## src/irq_prio_pkg.sv

```systemverilog
// Overview of operation
// sleep timer flag: first register bit 7
// software keeps first register bit 6 zero
// port 0 change flag: first register bit 5
// timer flags bits 4..1, cleared on vector
// dma done flag: bit 0, read/write
// second register 7:5 zero, watchdog bit 4
// port 1 change flag: second register bit 3
// serial1 or audio tx share bit 2
// serial0 tx flag: second register bit 1
// port 2 or usb share bit 0
// six groups, four levels, two bits
// all groups lowest level after reset
// only strictly higher level may nest
// equal level ties go by polling order
// high bits register: groups in 5:0
// level is high bit then low bit
// fixed mapping of sources onto groups
// polling order by interrupt number, earliest wins; the code polls in source index order instead (dma first, wdt last)
// software one acts as request; zero clears
package irq_prio_pkg;
   localparam int ADDR_W = 12;
   localparam int DATA_W = 32;
   localparam int NSRC   = 12;
   localparam int IDX_W  = 4;

   localparam logic [ADDR_W-1:0] OFS_FLAGS_A  = 12'h0C0;
   localparam logic [ADDR_W-1:0] OFS_FLAGS_B  = 12'h0E8;
   localparam logic [ADDR_W-1:0] OFS_PRIO_LO  = 12'h100;
   localparam logic [ADDR_W-1:0] OFS_PRIO_HI  = 12'h104;
   localparam logic [ADDR_W-1:0] OFS_EVT_STAT = 12'h108;
   localparam logic [ADDR_W-1:0] OFS_EVT_MASK = 12'h10C;

   localparam logic [7:0]      FLAGS_A_RST = 8'h00;
   localparam logic [4:0]      FLAGS_B_RST = 5'h00;
   localparam logic [5:0]      PRIO_RST    = 6'h00;
   localparam logic [NSRC-1:0] EVT_RST     = 12'h000;

   // first flag register
   localparam int BIT_ST  = 7;
   localparam int BIT_P0  = 5;
   localparam int BIT_DMA = 0;
   // second flag register
   localparam int BIT_WDT   = 4;
   localparam int BIT_P1    = 3;
   localparam int BIT_TX1   = 2;
   localparam int BIT_TX0   = 1;
   localparam int BIT_P2USB = 0;

   // sources in polling order; timer source k sits at flag bit k
   localparam logic [2:0] SRC_GROUP [NSRC] = '{3'h0, 3'h1, 3'h2, 3'h3, 3'h4, 3'h5,
                                               3'h5, 3'h1, 3'h2, 3'h3, 3'h4, 3'h5};
   localparam logic [4:0] SRC_NUM [NSRC] = '{5'h08, 5'h09, 5'h0A, 5'h0B, 5'h0C, 5'h05,
                                             5'h0D, 5'h06, 5'h07, 5'h0E, 5'h0F, 5'h11};
   localparam logic [NSRC-1:0] SRC_AUTOCLR = 12'h01E;

   localparam logic [1:0] RESP_OKAY   = 2'h0;
   localparam logic [1:0] RESP_SLVERR = 2'h2;

   typedef logic [1:0] level_t;
endpackage

```

## src/irq_level_pick.sv

```systemverilog
`timescale 1ns/1ps
`default_nettype none
module irq_level_pick #(
   parameter int N  = 12,
   parameter int IW = 4
) (
   input  wire logic [N-1:0]   pend,
   input  wire logic [2*N-1:0] lvl,
   output logic                found,
   output logic [IW-1:0]       idx,
   output logic [1:0]          level
);
   always_comb
   begin
      found = 1'b0;
      idx   = '0;
      level = 2'h0;
      // strict compare: an equal level never displaces an earlier source
      for (int i = 0; i < N; i++)
      begin
         if (pend[i] && (!found || lvl[2*i +: 2] > level))
         begin
            found = 1'b1;
            idx   = IW'(i);
            level = lvl[2*i +: 2];
         end
      end
   end
endmodule
`default_nettype wire

```

## src/irq_flags_and_priority.sv

```systemverilog
`timescale 1ns/1ps
`default_nettype none
module irq_flags_and_priority (
   input  wire logic                           aclk,
   input  wire logic                           aresetn,
   input  wire logic [irq_prio_pkg::ADDR_W-1:0] s_axi_awaddr,
   input  wire logic                           s_axi_awvalid,
   output logic                                s_axi_awready,
   input  wire logic [irq_prio_pkg::DATA_W-1:0] s_axi_wdata,
   input  wire logic [3:0]                     s_axi_wstrb,
   input  wire logic                           s_axi_wvalid,
   output logic                                s_axi_wready,
   output logic [1:0]                          s_axi_bresp,
   output logic                                s_axi_bvalid,
   input  wire logic                           s_axi_bready,
   input  wire logic [irq_prio_pkg::ADDR_W-1:0] s_axi_araddr,
   input  wire logic                           s_axi_arvalid,
   output logic                                s_axi_arready,
   output logic [irq_prio_pkg::DATA_W-1:0]     s_axi_rdata,
   output logic [1:0]                          s_axi_rresp,
   output logic                                s_axi_rvalid,
   input  wire logic                           s_axi_rready,
   input  wire logic                           st_req,
   input  wire logic                           p0_req,
   input  wire logic                           t1_req,
   input  wire logic                           t2_req,
   input  wire logic                           t3_req,
   input  wire logic                           t4_req,
   input  wire logic                           dma_req,
   input  wire logic                           wdt_req,
   input  wire logic                           p1_req,
   input  wire logic                           serial1_tx_req,
   input  wire logic                           audio_tx_req,
   input  wire logic                           serial0_tx_req,
   input  wire logic                           p2_req,
   input  wire logic                           usb_req,
   output logic                                cpu_irq_req,
   output logic [4:0]                          cpu_irq_num,
   output irq_prio_pkg::level_t                cpu_irq_level,
   input  wire logic                           cpu_vector_ack,
   input  wire logic                           cpu_reti,
   output logic                                irq
);
   import irq_prio_pkg::*;

   // ************************************************************
   // declarations
   // ************************************************************
   logic [ADDR_W-1:0] aw_addr_q;
   logic              aw_hold_q;
   logic [DATA_W-1:0] w_data_q;
   logic [3:0]        w_strb_q;
   logic              w_hold_q;
   logic              do_wr;
   logic              wr_ok;
   logic [NSRC-1:0]   wmask12;
   logic [NSRC-1:0]   wbits12;
   logic              wr_a;
   logic              wr_b;
   logic              wr_lo;
   logic              wr_hi;
   logic              wr_stat;
   logic              wr_mask;
   logic [DATA_W-1:0] rd_word;
   logic              rd_ok;

   logic [7:0]        flags_a_q;
   logic [7:0]        flags_a_d;
   logic [4:0]        flags_b_q;
   logic [4:0]        flags_b_d;
   logic [7:0]        set_a;
   logic [4:0]        set_b;
   logic [7:0]        clr_a;
   logic [5:0]        prio_lo_q;
   logic [5:0]        prio_hi_q;
   logic [NSRC-1:0]   evt_q;
   logic [NSRC-1:0]   mask_q;
   logic [NSRC-1:0]   src_set;
   logic [NSRC-1:0]   src_pend;
   logic [2*NSRC-1:0] src_lvl;

   logic              pick_found;
   logic [IDX_W-1:0]  pick_idx;
   level_t            pick_level;
   logic [IDX_W-1:0]  offer_idx_q;
   logic [3:0]        active_q;
   logic [3:0]        active_d;
   logic [3:0]        top_onehot;
   level_t            top_level;
   logic              nest_ok;
   logic              ack_take;

   // polling-order view of the two flag registers
   function automatic logic [NSRC-1:0] to_src(input logic [7:0] a, input logic [4:0] b);
      to_src = {b[BIT_WDT], b[BIT_P1], b[BIT_TX1], b[BIT_TX0], b[BIT_P2USB],
                a[BIT_P0], a[BIT_ST], a[4:1], a[BIT_DMA]};
   endfunction

   // ************************************************************
   // axi4-lite write channel
   // ************************************************************
   // address and data are caught independently; one write at a time
   always_ff @(posedge aclk)
   begin
      if (!aresetn)
      begin
         aw_hold_q     <= 1'b0;
         aw_addr_q     <= '0;
         s_axi_awready <= 1'b1;
      end
      else if (s_axi_awvalid && s_axi_awready)
      begin
         aw_hold_q     <= 1'b1;
         aw_addr_q     <= s_axi_awaddr;
         s_axi_awready <= 1'b0;
      end
      else
      begin
         if (do_wr)
            aw_hold_q <= 1'b0;
         if (s_axi_bvalid && s_axi_bready)
            s_axi_awready <= 1'b1;
      end
   end

   always_ff @(posedge aclk)
   begin
      if (!aresetn)
      begin
         w_hold_q     <= 1'b0;
         w_data_q     <= '0;
         w_strb_q     <= 4'h0;
         s_axi_wready <= 1'b1;
      end
      else if (s_axi_wvalid && s_axi_wready)
      begin
         w_hold_q     <= 1'b1;
         w_data_q     <= s_axi_wdata;
         w_strb_q     <= s_axi_wstrb;
         s_axi_wready <= 1'b0;
      end
      else
      begin
         if (do_wr)
            w_hold_q <= 1'b0;
         if (s_axi_bvalid && s_axi_bready)
            s_axi_wready <= 1'b1;
      end
   end

   assign do_wr   = aw_hold_q && w_hold_q && !s_axi_bvalid;
   assign wmask12 = {{4{w_strb_q[1]}}, {8{w_strb_q[0]}}};
   assign wbits12 = w_data_q[NSRC-1:0] & wmask12;

   always_comb
   begin
      wr_a    = 1'b0;
      wr_b    = 1'b0;
      wr_lo   = 1'b0;
      wr_hi   = 1'b0;
      wr_stat = 1'b0;
      wr_mask = 1'b0;
      wr_ok   = 1'b1;
      case (aw_addr_q)
         OFS_FLAGS_A:  wr_a    = do_wr && w_strb_q[0];
         OFS_FLAGS_B:  wr_b    = do_wr && w_strb_q[0];
         OFS_PRIO_LO:  wr_lo   = do_wr && w_strb_q[0];
         OFS_PRIO_HI:  wr_hi   = do_wr && w_strb_q[0];
         OFS_EVT_STAT: wr_stat = do_wr;
         OFS_EVT_MASK: wr_mask = do_wr;
         default:      wr_ok   = 1'b0;
      endcase
   end

   always_ff @(posedge aclk)
   begin
      if (!aresetn)
      begin
         s_axi_bvalid <= 1'b0;
         s_axi_bresp  <= RESP_OKAY;
      end
      else if (do_wr)
      begin
         s_axi_bvalid <= 1'b1;
         s_axi_bresp  <= wr_ok ? RESP_OKAY : RESP_SLVERR;
      end
      else if (s_axi_bready)
         s_axi_bvalid <= 1'b0;
   end

   // ************************************************************
   // axi4-lite read channel
   // ************************************************************
   always_comb
   begin
      rd_word = '0;
      rd_ok   = 1'b1;
      case (s_axi_araddr)
         OFS_FLAGS_A:  rd_word[7:0]      = flags_a_q;
         OFS_FLAGS_B:  rd_word[4:0]      = flags_b_q;
         OFS_PRIO_LO:  rd_word[5:0]      = prio_lo_q;
         OFS_PRIO_HI:  rd_word[5:0]      = prio_hi_q;
         OFS_EVT_STAT: rd_word[NSRC-1:0] = evt_q;
         OFS_EVT_MASK: rd_word[NSRC-1:0] = mask_q;
         default:      rd_ok             = 1'b0;
      endcase
   end

   always_ff @(posedge aclk)
   begin
      if (!aresetn)
      begin
         s_axi_arready <= 1'b1;
         s_axi_rvalid  <= 1'b0;
         s_axi_rdata   <= '0;
         s_axi_rresp   <= RESP_OKAY;
      end
      else if (s_axi_arvalid && s_axi_arready)
      begin
         s_axi_arready <= 1'b0;
         s_axi_rvalid  <= 1'b1;
         s_axi_rdata   <= rd_word;
         s_axi_rresp   <= rd_ok ? RESP_OKAY : RESP_SLVERR;
      end
      else if (s_axi_rvalid && s_axi_rready)
      begin
         s_axi_arready <= 1'b1;
         s_axi_rvalid  <= 1'b0;
      end
   end

   // ************************************************************
   // pending flags
   // ************************************************************
   // bit 6 is plain storage; keeping it zero is up to software
   assign set_a = {st_req, 1'b0, p0_req, t4_req, t3_req, t2_req, t1_req, dma_req};
   assign set_b = {wdt_req, p1_req, serial1_tx_req | audio_tx_req,
                   serial0_tx_req, p2_req | usb_req};

   always_comb
   begin
      clr_a = 8'h00;
      if (ack_take && SRC_AUTOCLR[offer_idx_q])
         clr_a[offer_idx_q[2:0]] = 1'b1;
   end

   // a request in the cycle of a clear or a zero write is kept
   assign flags_a_d = set_a | (~clr_a & (wr_a ? w_data_q[7:0] : flags_a_q));
   assign flags_b_d = set_b | (wr_b ? w_data_q[4:0] : flags_b_q);

   always_ff @(posedge aclk)
   begin
      if (!aresetn)
         flags_a_q <= FLAGS_A_RST;
      else
         flags_a_q <= flags_a_d;
   end

   always_ff @(posedge aclk)
   begin
      if (!aresetn)
         flags_b_q <= FLAGS_B_RST;
      else
         flags_b_q <= flags_b_d;
   end

   // ************************************************************
   // priority registers
   // ************************************************************
   always_ff @(posedge aclk)
   begin
      if (!aresetn)
      begin
         prio_lo_q <= PRIO_RST;
         prio_hi_q <= PRIO_RST;
      end
      else
      begin
         if (wr_lo)
            prio_lo_q <= w_data_q[5:0];
         if (wr_hi)
            prio_hi_q <= w_data_q[5:0];
      end
   end

   // ************************************************************
   // event status, mask and interrupt line
   // ************************************************************
   // only hardware requests are logged, not software writes
   assign src_set = to_src(set_a, set_b);

   always_ff @(posedge aclk)
   begin
      if (!aresetn)
         evt_q <= EVT_RST;
      else
         evt_q <= src_set | (evt_q & ~(wr_stat ? wbits12 : EVT_RST));
   end

   always_ff @(posedge aclk)
   begin
      if (!aresetn)
         mask_q <= EVT_RST;
      else if (wr_mask)
         mask_q <= (mask_q & ~wmask12) | wbits12;
   end

   always_ff @(posedge aclk)
   begin
      if (!aresetn)
         irq <= 1'b0;
      else
         irq <= |(evt_q & mask_q);
   end

   // ************************************************************
   // arbitration and nesting
   // ************************************************************
   assign src_pend = to_src(flags_a_q, flags_b_q);

   always_comb
   begin
      src_lvl = '0;
      for (int i = 0; i < NSRC; i++)
         src_lvl[2*i +: 2] = {prio_hi_q[SRC_GROUP[i]], prio_lo_q[SRC_GROUP[i]]};
   end

   irq_level_pick #(
      .N  (NSRC),
      .IW (IDX_W)
   ) u_pick (
      .pend  (src_pend),
      .lvl   (src_lvl),
      .found (pick_found),
      .idx   (pick_idx),
      .level (pick_level)
   );

   always_comb
   begin
      top_level  = 2'h0;
      top_onehot = 4'h0;
      for (int l = 0; l < 4; l++)
      begin
         if (active_q[l])
         begin
            top_level  = level_t'(l);
            top_onehot = 4'h1 << l;
         end
      end
   end

   assign nest_ok  = (active_q == 4'h0) || (pick_level > top_level);
   assign ack_take = cpu_vector_ack && cpu_irq_req;

   always_comb
   begin
      active_d = active_q;
      if (cpu_reti)
         active_d = active_d & ~top_onehot;
      if (ack_take)
         active_d[cpu_irq_level] = 1'b1;
   end

   always_ff @(posedge aclk)
   begin
      if (!aresetn)
         active_q <= 4'h0;
      else
         active_q <= active_d;
   end

   // request drops for one cycle after an ack so the cpu never takes a stale offer
   always_ff @(posedge aclk)
   begin
      if (!aresetn)
      begin
         cpu_irq_req   <= 1'b0;
         cpu_irq_num   <= 5'h00;
         cpu_irq_level <= 2'h0;
         offer_idx_q   <= '0;
      end
      else
      begin
         cpu_irq_req   <= pick_found && nest_ok && !ack_take;
         cpu_irq_num   <= SRC_NUM[pick_idx];
         cpu_irq_level <= pick_level;
         offer_idx_q   <= pick_idx;
      end
   end

   // ************************************************************
   // checks
   // ************************************************************
   level_t offer_lvl;
   assign offer_lvl = {prio_hi_q[SRC_GROUP[offer_idx_q]], prio_lo_q[SRC_GROUP[offer_idx_q]]};
endmodule
`default_nettype wire

```

## config.mk

```make
export PLATFORM = sky130hd
export DESIGN_NAME = irq_flags_and_priority
export DESIGN_NICKNAME = d
export VERILOG_FILES = /design/src/irq_prio_pkg.sv /design/src/irq_level_pick.sv /design/src/irq_flags_and_priority.sv
export SDC_FILE = /design/constraint.sdc
export NUM_CORES = 1
export LEC_CHECK = 0
export ABC_AREA = 1
export BUFFER_PORTS_ARGS = -buffer_cell sky130_fd_sc_hd__buf_2
export CORE_ASPECT_RATIO = 1.75
export CORE_UTILIZATION = 55
export DETAILED_ROUTE_END_ITERATION = 7
export HOLD_SLACK_MARGIN = 0.12
export PLACE_DENSITY = 0.85
export SETUP_SLACK_MARGIN = 0.4
export SLEW_MARGIN = 20
export SYNTH_ARGS = -nofsm -noshare
export SYNTH_HDL_FRONTEND = slang
export SYNTH_SLANG_ARGS = --single-unit
```

## constraint.sdc

```tcl
create_clock -name aclk -period 23.7 [get_ports aclk]
set_input_delay 4.74 -clock aclk [delete_from_list [all_inputs] [get_ports aclk]]
set_output_delay 4.74 -clock aclk [all_outputs]
set_load 0.01 [all_outputs]
```

After elaboration in Yosys (flattened, before gate mapping)
Memory sizes are Yosys's and may differ from the RTL's. A register that Yosys moved wholly into a read port is not among the register bits.
Index checks and enable logic that the tools add are counted.
Widths: inputs -> output; s select.
{"block": "totals", "word_cells": 214, "n_memories": 2, "ram_bits": 0, "latchBits": 0, "rom_bits": 96, "regBits": 110, "out_inout_bits": 50}
{"block": "op_classes", "mux": 80, "multipliers": 0, "add_sub_neg": 0, "div": 0, "n_reduce_logical": 61, "bitwise": 18, "n_lt_le_gt_ge": 17, "shift": 0, "n_eq_ne": 12}
{"memory": "(name not given)", "words": 16, "word_bits": 5, "read_ports": 1, "rd_clocked_by_memory_dff": 1, "write_ports": 0, "line": "irq_flags_and_priority.sv:386", "rtl": "cpu_irq_num <= SRC_NUM[pick_idx];"}
{"memory": "(name not given)", "words": 16, "word_bits": 1, "read_ports": 1, "rd_clocked_by_memory_dff": 1, "write_ports": 0, "line": "irq_flags_and_priority.sv:243", "rtl": "if (ack_take && SRC_AUTOCLR[offer_idx_q])"}
{"op": "$eq 12x9->1 const B", "n": 8}
{"op": "$and 12x12->12", "n": 4}
{"op": "$eq 12x8->1 const B", "n": 4}
{"op": "$mux 4", "n": 10}
{"op": "$mux 1", "n": 38}
{"op": "$mux 2", "n": 18}
{"op": "$pmux 5 s6", "n": 1}
{"op": "$logic_and 1x1->1", "n": 25}
{"op": "$gt 2x2->1", "n": 12}
{"op": "$not 12->12", "n": 2}
{"op": "$or 12x12->12", "n": 2}
{"op": "$mux 8", "n": 2}
{"op": "$logic_not 1->1", "n": 14}
{"op": "$logic_or 1x1->1", "n": 12}
{"op": "$mux 12", "n": 1}
{"op": "$mux 3", "n": 4}
{"op": "$reduce_bool 2->1", "n": 6}
{"op": "$reduce_or 12->1", "n": 1}
{"op": "$reduce_or 6->1", "n": 2}
{"op": "$and 8x8->8", "n": 1}
{"op": "$not 8->8", "n": 1}
{"op": "$or 8x8->8", "n": 1}
{"op": "$pmux 4 s2", "n": 1}
{"op": "$pmux 2 s3", "n": 1}
{"op": "16 further kinds", "n": 17}

Longest topological paths before layout
{"block": "logic_depth", "depth_word": 49, "ltp_mapped": 101, "ltp_nobuf": 101}

By module
Synthesis repeated with hierarchy kept, for this count alone.
{"block": "unflattened", "cells_unflattened": 967, "hier_area_um2": 6532.5}
{"module": "irq_flags_and_priority", "cells_each": 761, "n_inst": 1, "seq_area_each_um2": 2262.2, "area_each_um2": 5378.9}
{"module": "irq_level_pick", "cells_each": 206, "n_inst": 1, "seq_area_each_um2": 0.0, "area_each_um2": 1153.6}

Worst setup path after synthesis
Ideal clock, no wire load.
{"block": "synth_path", "path_type": "reg2reg", "startpoint": "reg flags_a_q[0]", "endpoint": "reg cpu_irq_req", "t_required_ns": 23.576, "stages_incl_launch_ff": 94, "setup_slack_ns": 13.095, "synth_period_minus_slack_ns": 10.605, "arrival_time_ns": 10.480, "setup_ns": 0.124, "cell_sequence": "dfxtp_1 nand2_1 ha_1 nand2_1 nand2_1 nand2_1 nand2_1 nand2_1 nand2_1 and2_1 ha_1 inv_1 o21bai_2 nand2_1 nand2_2 nand2_2 nand3_1 nand2_1 [... 58 more ...] nand3_1 and2_1 ha_1 inv_1 nor2_1 o21ai_0 o21ai_0 nand2_1 nand3_1 o21ai_0 inv_1 ha_1 inv_1 nor2_1 o21ai_0 o21ai_0 o311ai_0 inv_1"}
{"block": "synth_between", "elab_chain_cells": 49, "elab_cells_between_ends": 72, "cone_classes": "order compare: 12; mux: 24; reduce/logical: 36"}
{"item": "start: declaration", "line": "irq_flags_and_priority.sv:67", "rtl": "logic [7:0] flags_a_q;"}
{"item": "start signal: assignment", "line": "irq_flags_and_priority.sv:256", "rtl": "flags_a_q <= flags_a_d;"}
{"item": "$mux 2 or $mux 1 (tied branches)", "line": "irq_level_pick.sv:21", "rtl": "if (pend[i] && (!found || lvl[2*i +: 2] > level))"}
{"item": "$gt 2x2->1 or $logic_not 1->1 (tied branches)", "line": "irq_level_pick.sv:21"}
{"item": "$logic_or 1x1->1", "line": "irq_level_pick.sv:21"}
{"item": "$logic_and 1x1->1", "line": "irq_level_pick.sv:21"}
{"item": "$mux 2 or $mux 1 (tied branches)", "line": "irq_level_pick.sv:21"}
{"item": "$gt 2x2->1 or $logic_not 1->1 (tied branches)", "line": "irq_level_pick.sv:21"}
{"item": "$logic_or 1x1->1", "line": "irq_level_pick.sv:21"}
{"item": "$logic_and 1x1->1", "line": "irq_level_pick.sv:21"}
{"item": "[... 33 more ...]"}
{"item": "$gt 2x2->1 or $logic_not 1->1 (tied branches)", "line": "irq_level_pick.sv:21"}
{"item": "$logic_or 1x1->1", "line": "irq_level_pick.sv:21"}
{"item": "$logic_and 1x1->1", "line": "irq_level_pick.sv:21"}
{"item": "$mux 2 *", "line": "irq_level_pick.sv:21"}
{"item": "named net pick_level[1]", "line": "irq_flags_and_priority.sv:84", "rtl": "level_t pick_level;"}
{"item": "$gt 2x2->1 *", "line": "irq_flags_and_priority.sv:353", "rtl": "assign nest_ok = (active_q == 4'h0) || (pick_level > top_level);"}
{"item": "$logic_or 1x1->1 *", "line": "irq_flags_and_priority.sv:353"}
{"item": "$logic_and 1x1->1 * (2 in series)", "line": "irq_flags_and_priority.sv:385", "rtl": "cpu_irq_req <= pick_found && nest_ok && !ack_take;"}
{"item": "end signal: assignment", "line": "irq_flags_and_priority.sv:385"}
{"item": "end: declaration", "line": "irq_flags_and_priority.sv:37", "rtl": "output logic cpu_irq_req,"}
The timed path passes the listed nets; every way through them passes the cells marked *.
A chain may end at the register's enable or synchronous reset.

Worst setup path in the final report
Ends and elaborated chain as after synthesis.

==> run_results.csv <==
group,metric,value,unit
sta,worst_slack,11.47,ns
floorplan,initial_core_util,56.27,%
place,io_buffer_count,88,
final_layout,drive_gt1_share,16.74,%
power_and_ir_drop,finalPower,0.0005373,W
sta,hold_violations,0,
drt,met2_length,8546,um
drt,via_count,6007,
floorplan,core,10700,um2
drt,wl_met3,890,um
final_layout,insertedDiodeCount,0,
power_and_ir_drop,swShare,27.29,%
place,hpwl,12330,um
power_and_ir_drop,power_frac_comb,13.7,%
global_route,grtUsageTotal,30.61,%
worst_setup_path,cp-start-kind,"flip-flop",
final_layout,final_cell_mix,"inv_1, nand2_1, dfxtp_1",
logic_synthesis,ys_seq_area_share,37.58,%
logic_synthesis,synth.area.top_cells,"dfxtp_1, inv_1, o21ai_0, nand2_1, a21oi_1",
hold_path,hold_path.class,"flip-flop to flip-flop",
clock_tree,hold_buffers,0,
global_route,grt.overflow.total,0,
logic_synthesis,synthArstFlopShare,0,%
clock_tree,clk_latency,0.41,ns
sta,drv_slew,0,
logic_synthesis,post-synth-top-area-cell,"dfxtp_1",
sta,totalNegativeSetupSlack,0,ns
run,drv_cap,0,
clock_tree,cts_setup_buffers,0,
worst_setup_path,critPathRequiredTime,23.99,ns
drt,routed_wl,16540,um
sta,clock_skew,0.006340,ns
worst_setup_path,cp.arrival,12.52,ns
logic_synthesis,synth_edf_count,0,
place,gp_congestion,0.9468,
logic_synthesis,netlist_area,6020,um2
sta,whs,0.4613,ns
final_layout,multi_input_area,3032,um2
power_and_ir_drop,p_per_area,76.01,nW/um2
worst_setup_path,endpoint_kind,"flip-flop",
clock_tree,cts_sinks,113,
final_layout,nFillCells,933,
drt,vias_per_cell,5.531,
logic_synthesis,yosys_warnings,0,
floorplan,dieWidth,81.08,um
power_and_ir_drop,power_frac_clock,46.3,%
drt,first_iter_violations,368,
drt,dr.max_layer_used,"met4",
sta,rsz0062_at_grt,"no",
drt,first_pass_iters,5,
sta,setup_viol,0,
sta,slew_headroom,44.13,%
clock_tree,htreeDepth,4,
sta,max_freq,0.08178,GHz
final_layout,ff_latch_area,2262,um2
sta,min_period,12.23,ns
worst_setup_path,slowest_delay,0.42,ns
clock_tree,clk_pin_slew,0.05,ns
place,pre_cts_slack,11.61,ns
worst_setup_path,worst-path-stages,93,
logic_synthesis,synth_cell_types,40,
floorplan,rows,50,
worst_setup_path,cp_top_family,"simple AND/OR/NAND/NOR gates",
drt,ant_nets,0,
hold_path,hold_depth,2,
floorplan,die_area,11380,um2
clock_tree,cts_root_buf,"clkbuf_16",
clock_tree,cts_buffers,17,
worst_setup_path,crit_top_cell,"nand2_1",
worst_setup_path,path_max_fanout,7,
power_and_ir_drop,p_leak,3.415,nW
clock_tree,cts_repair_resize_count,0,
floorplan,num_io_pins,133,
worst_setup_path,path_class,"flip-flop to flip-flop",
worst_setup_path,ff2ff_path_depth,93,
floorplan,die_y,140.4,um
drt,remaining_drc_errors,0,
logic_synthesis,synth-main-ff-cell,"dfxtp_1",
sta,finalCritPeriodShare,51.60,%
global_route,grt_max_degree,81,
status,status,"finished, final reports clean",
drt,drt-wirelength-per-cell,15.23,um
logic_synthesis,synth_top_cell_area_share,37.58,%
drt,met1_length,5737,um
logic_synthesis,yosys_register_bits,113,
final_layout,final_nets,1051,
logic_synthesis,avgSynthCellArea,7.040,um2
global_route,grt_pass1_wl,26010,um
clock_tree,clock_path_buffers,2,
final_layout,syn_to_final_growth,17.42,%
power_and_ir_drop,power_switching,0.0001466,W
clock_tree,cts_tree,"yes",
sta,worst_slew_pin_slew,0.8360,ns
power_and_ir_drop,p_seq_share,40.0,%
worst_setup_path,critical_path_buf_inv_count,13,
power_and_ir_drop,ir_drop,0.00006320,V
worst_setup_path,cpMaxStageDelayCell,"dfxtp_1",
global_route,antenna_found_initial,0,
final_layout,final_common_cell,"inv_1",
logic_synthesis,syn_inst,855,
power_and_ir_drop,intPower,0.0003906,W
global_route,grt_pass1_vias,5684,
power by group through the flow:
stage	Combinational (W)	Sequential, W	Clock, W
detailed placement	0.0000723	0.000218	0
floorplan	0.0000516	0.000217	0
global route	0.0000837	0.000216	0.000258
finish	0.0000735	0.000215	0.000249
CTS	0.0000732	0.000214	0.000249
global placement	0.0000704	0.000218	0
per-stage QoR:
step / instances / utilization, % / cell area, um2
after floorplan: 876 / - / 6098
after global placement: 1056 / 60.67 / 6490
after detailed placement: 1056 / 60.67 / 6490
after CTS: 1086 / 66.07 / 7068
after global routing: 1086 / 66.07 / 7068
final: 1086 / 66.07 / 7068
cell usage after synthesis (2+ instances only):
cell and n:
nand2_4 5, clkbuf_1 19, o21a_1 2, o221ai_1 13, inv_2 3, ha_1 23
nand4_1 6, o21ai_2 3, a41oi_1 2, a21oi_1 83, o211ai_1 4, buf_4 22
or2_2 2, a221oi_1 4, nor4_1 5, and2_1 3, inv_1 146, nand3_1 38
o21ai_0 93, nand2_1 122, o31ai_1 4, nand3_2 7, nor2_1 73, a211oi_1 4
nand2_2 14, nor3_1 10, o22ai_1 12, o21ai_1 6, dfxtp_1 113, a31o_2 2
a31oi_1 3
kinds of logic (layout without fill, tap and decap cells):
logic type                 count (synthesis)  in the layout  synth area share [%]
AOI/OAI and AO/OA                        239            239                 22.55
buffers and inverters                    192            272                 13.37
DFF                                      113            113                 37.58
adders and majority gates                 23             23                 4.781
other                                      1             22               0.06230
and+or+nand+nor                          287            287                 21.66
worst min-delay path: cells and delay by family (launching register included):
family | cells | cell delay [ns]
and+or+nand+nor | 1 | 0.06
AOI/OAI and AO/OA | 1 | 0.05
DFF | 1 | 0.30
routing by layer:
metal / vias up / GRT usage [%]
li1: 2981 / -
met1: 2711 / 28.96
met4: 0 / 26.32
met2: 234 / 53.47
met3: 81 / 6.710
met5: - / 0
area by class of cell:
| cell class | count | area share [%] |
|---|---|---|
| Clock buffer | 20 | 6.603 |
| Clock inverter | 10 | 1.576 |
| Inverter | 150 | 7.966 |
| Multi-Input combinational cell | 571 | 42.89 |
| Sequential cell | 113 | 32.01 |
| Tap cell | 130 | 2.301 |
| Timing Repair Buffer | 92 | 6.656 |
path summary, 6_finish.rpt:
kind / startpoint / slack (ns) / end
worst max-delay path: flags_a_q[0] / 11.47 / cpu_irq_req
worst max register to register: flags_a_q[0] / 11.47 / cpu_irq_req
worst min register to register: s_axi_rresp[1] / 0.46 / s_axi_rresp[1]
worst min-delay path: s_axi_rresp[1] / 0.46 / s_axi_rresp[1]
No activity file was read; power rests on OpenSTA's default activity.
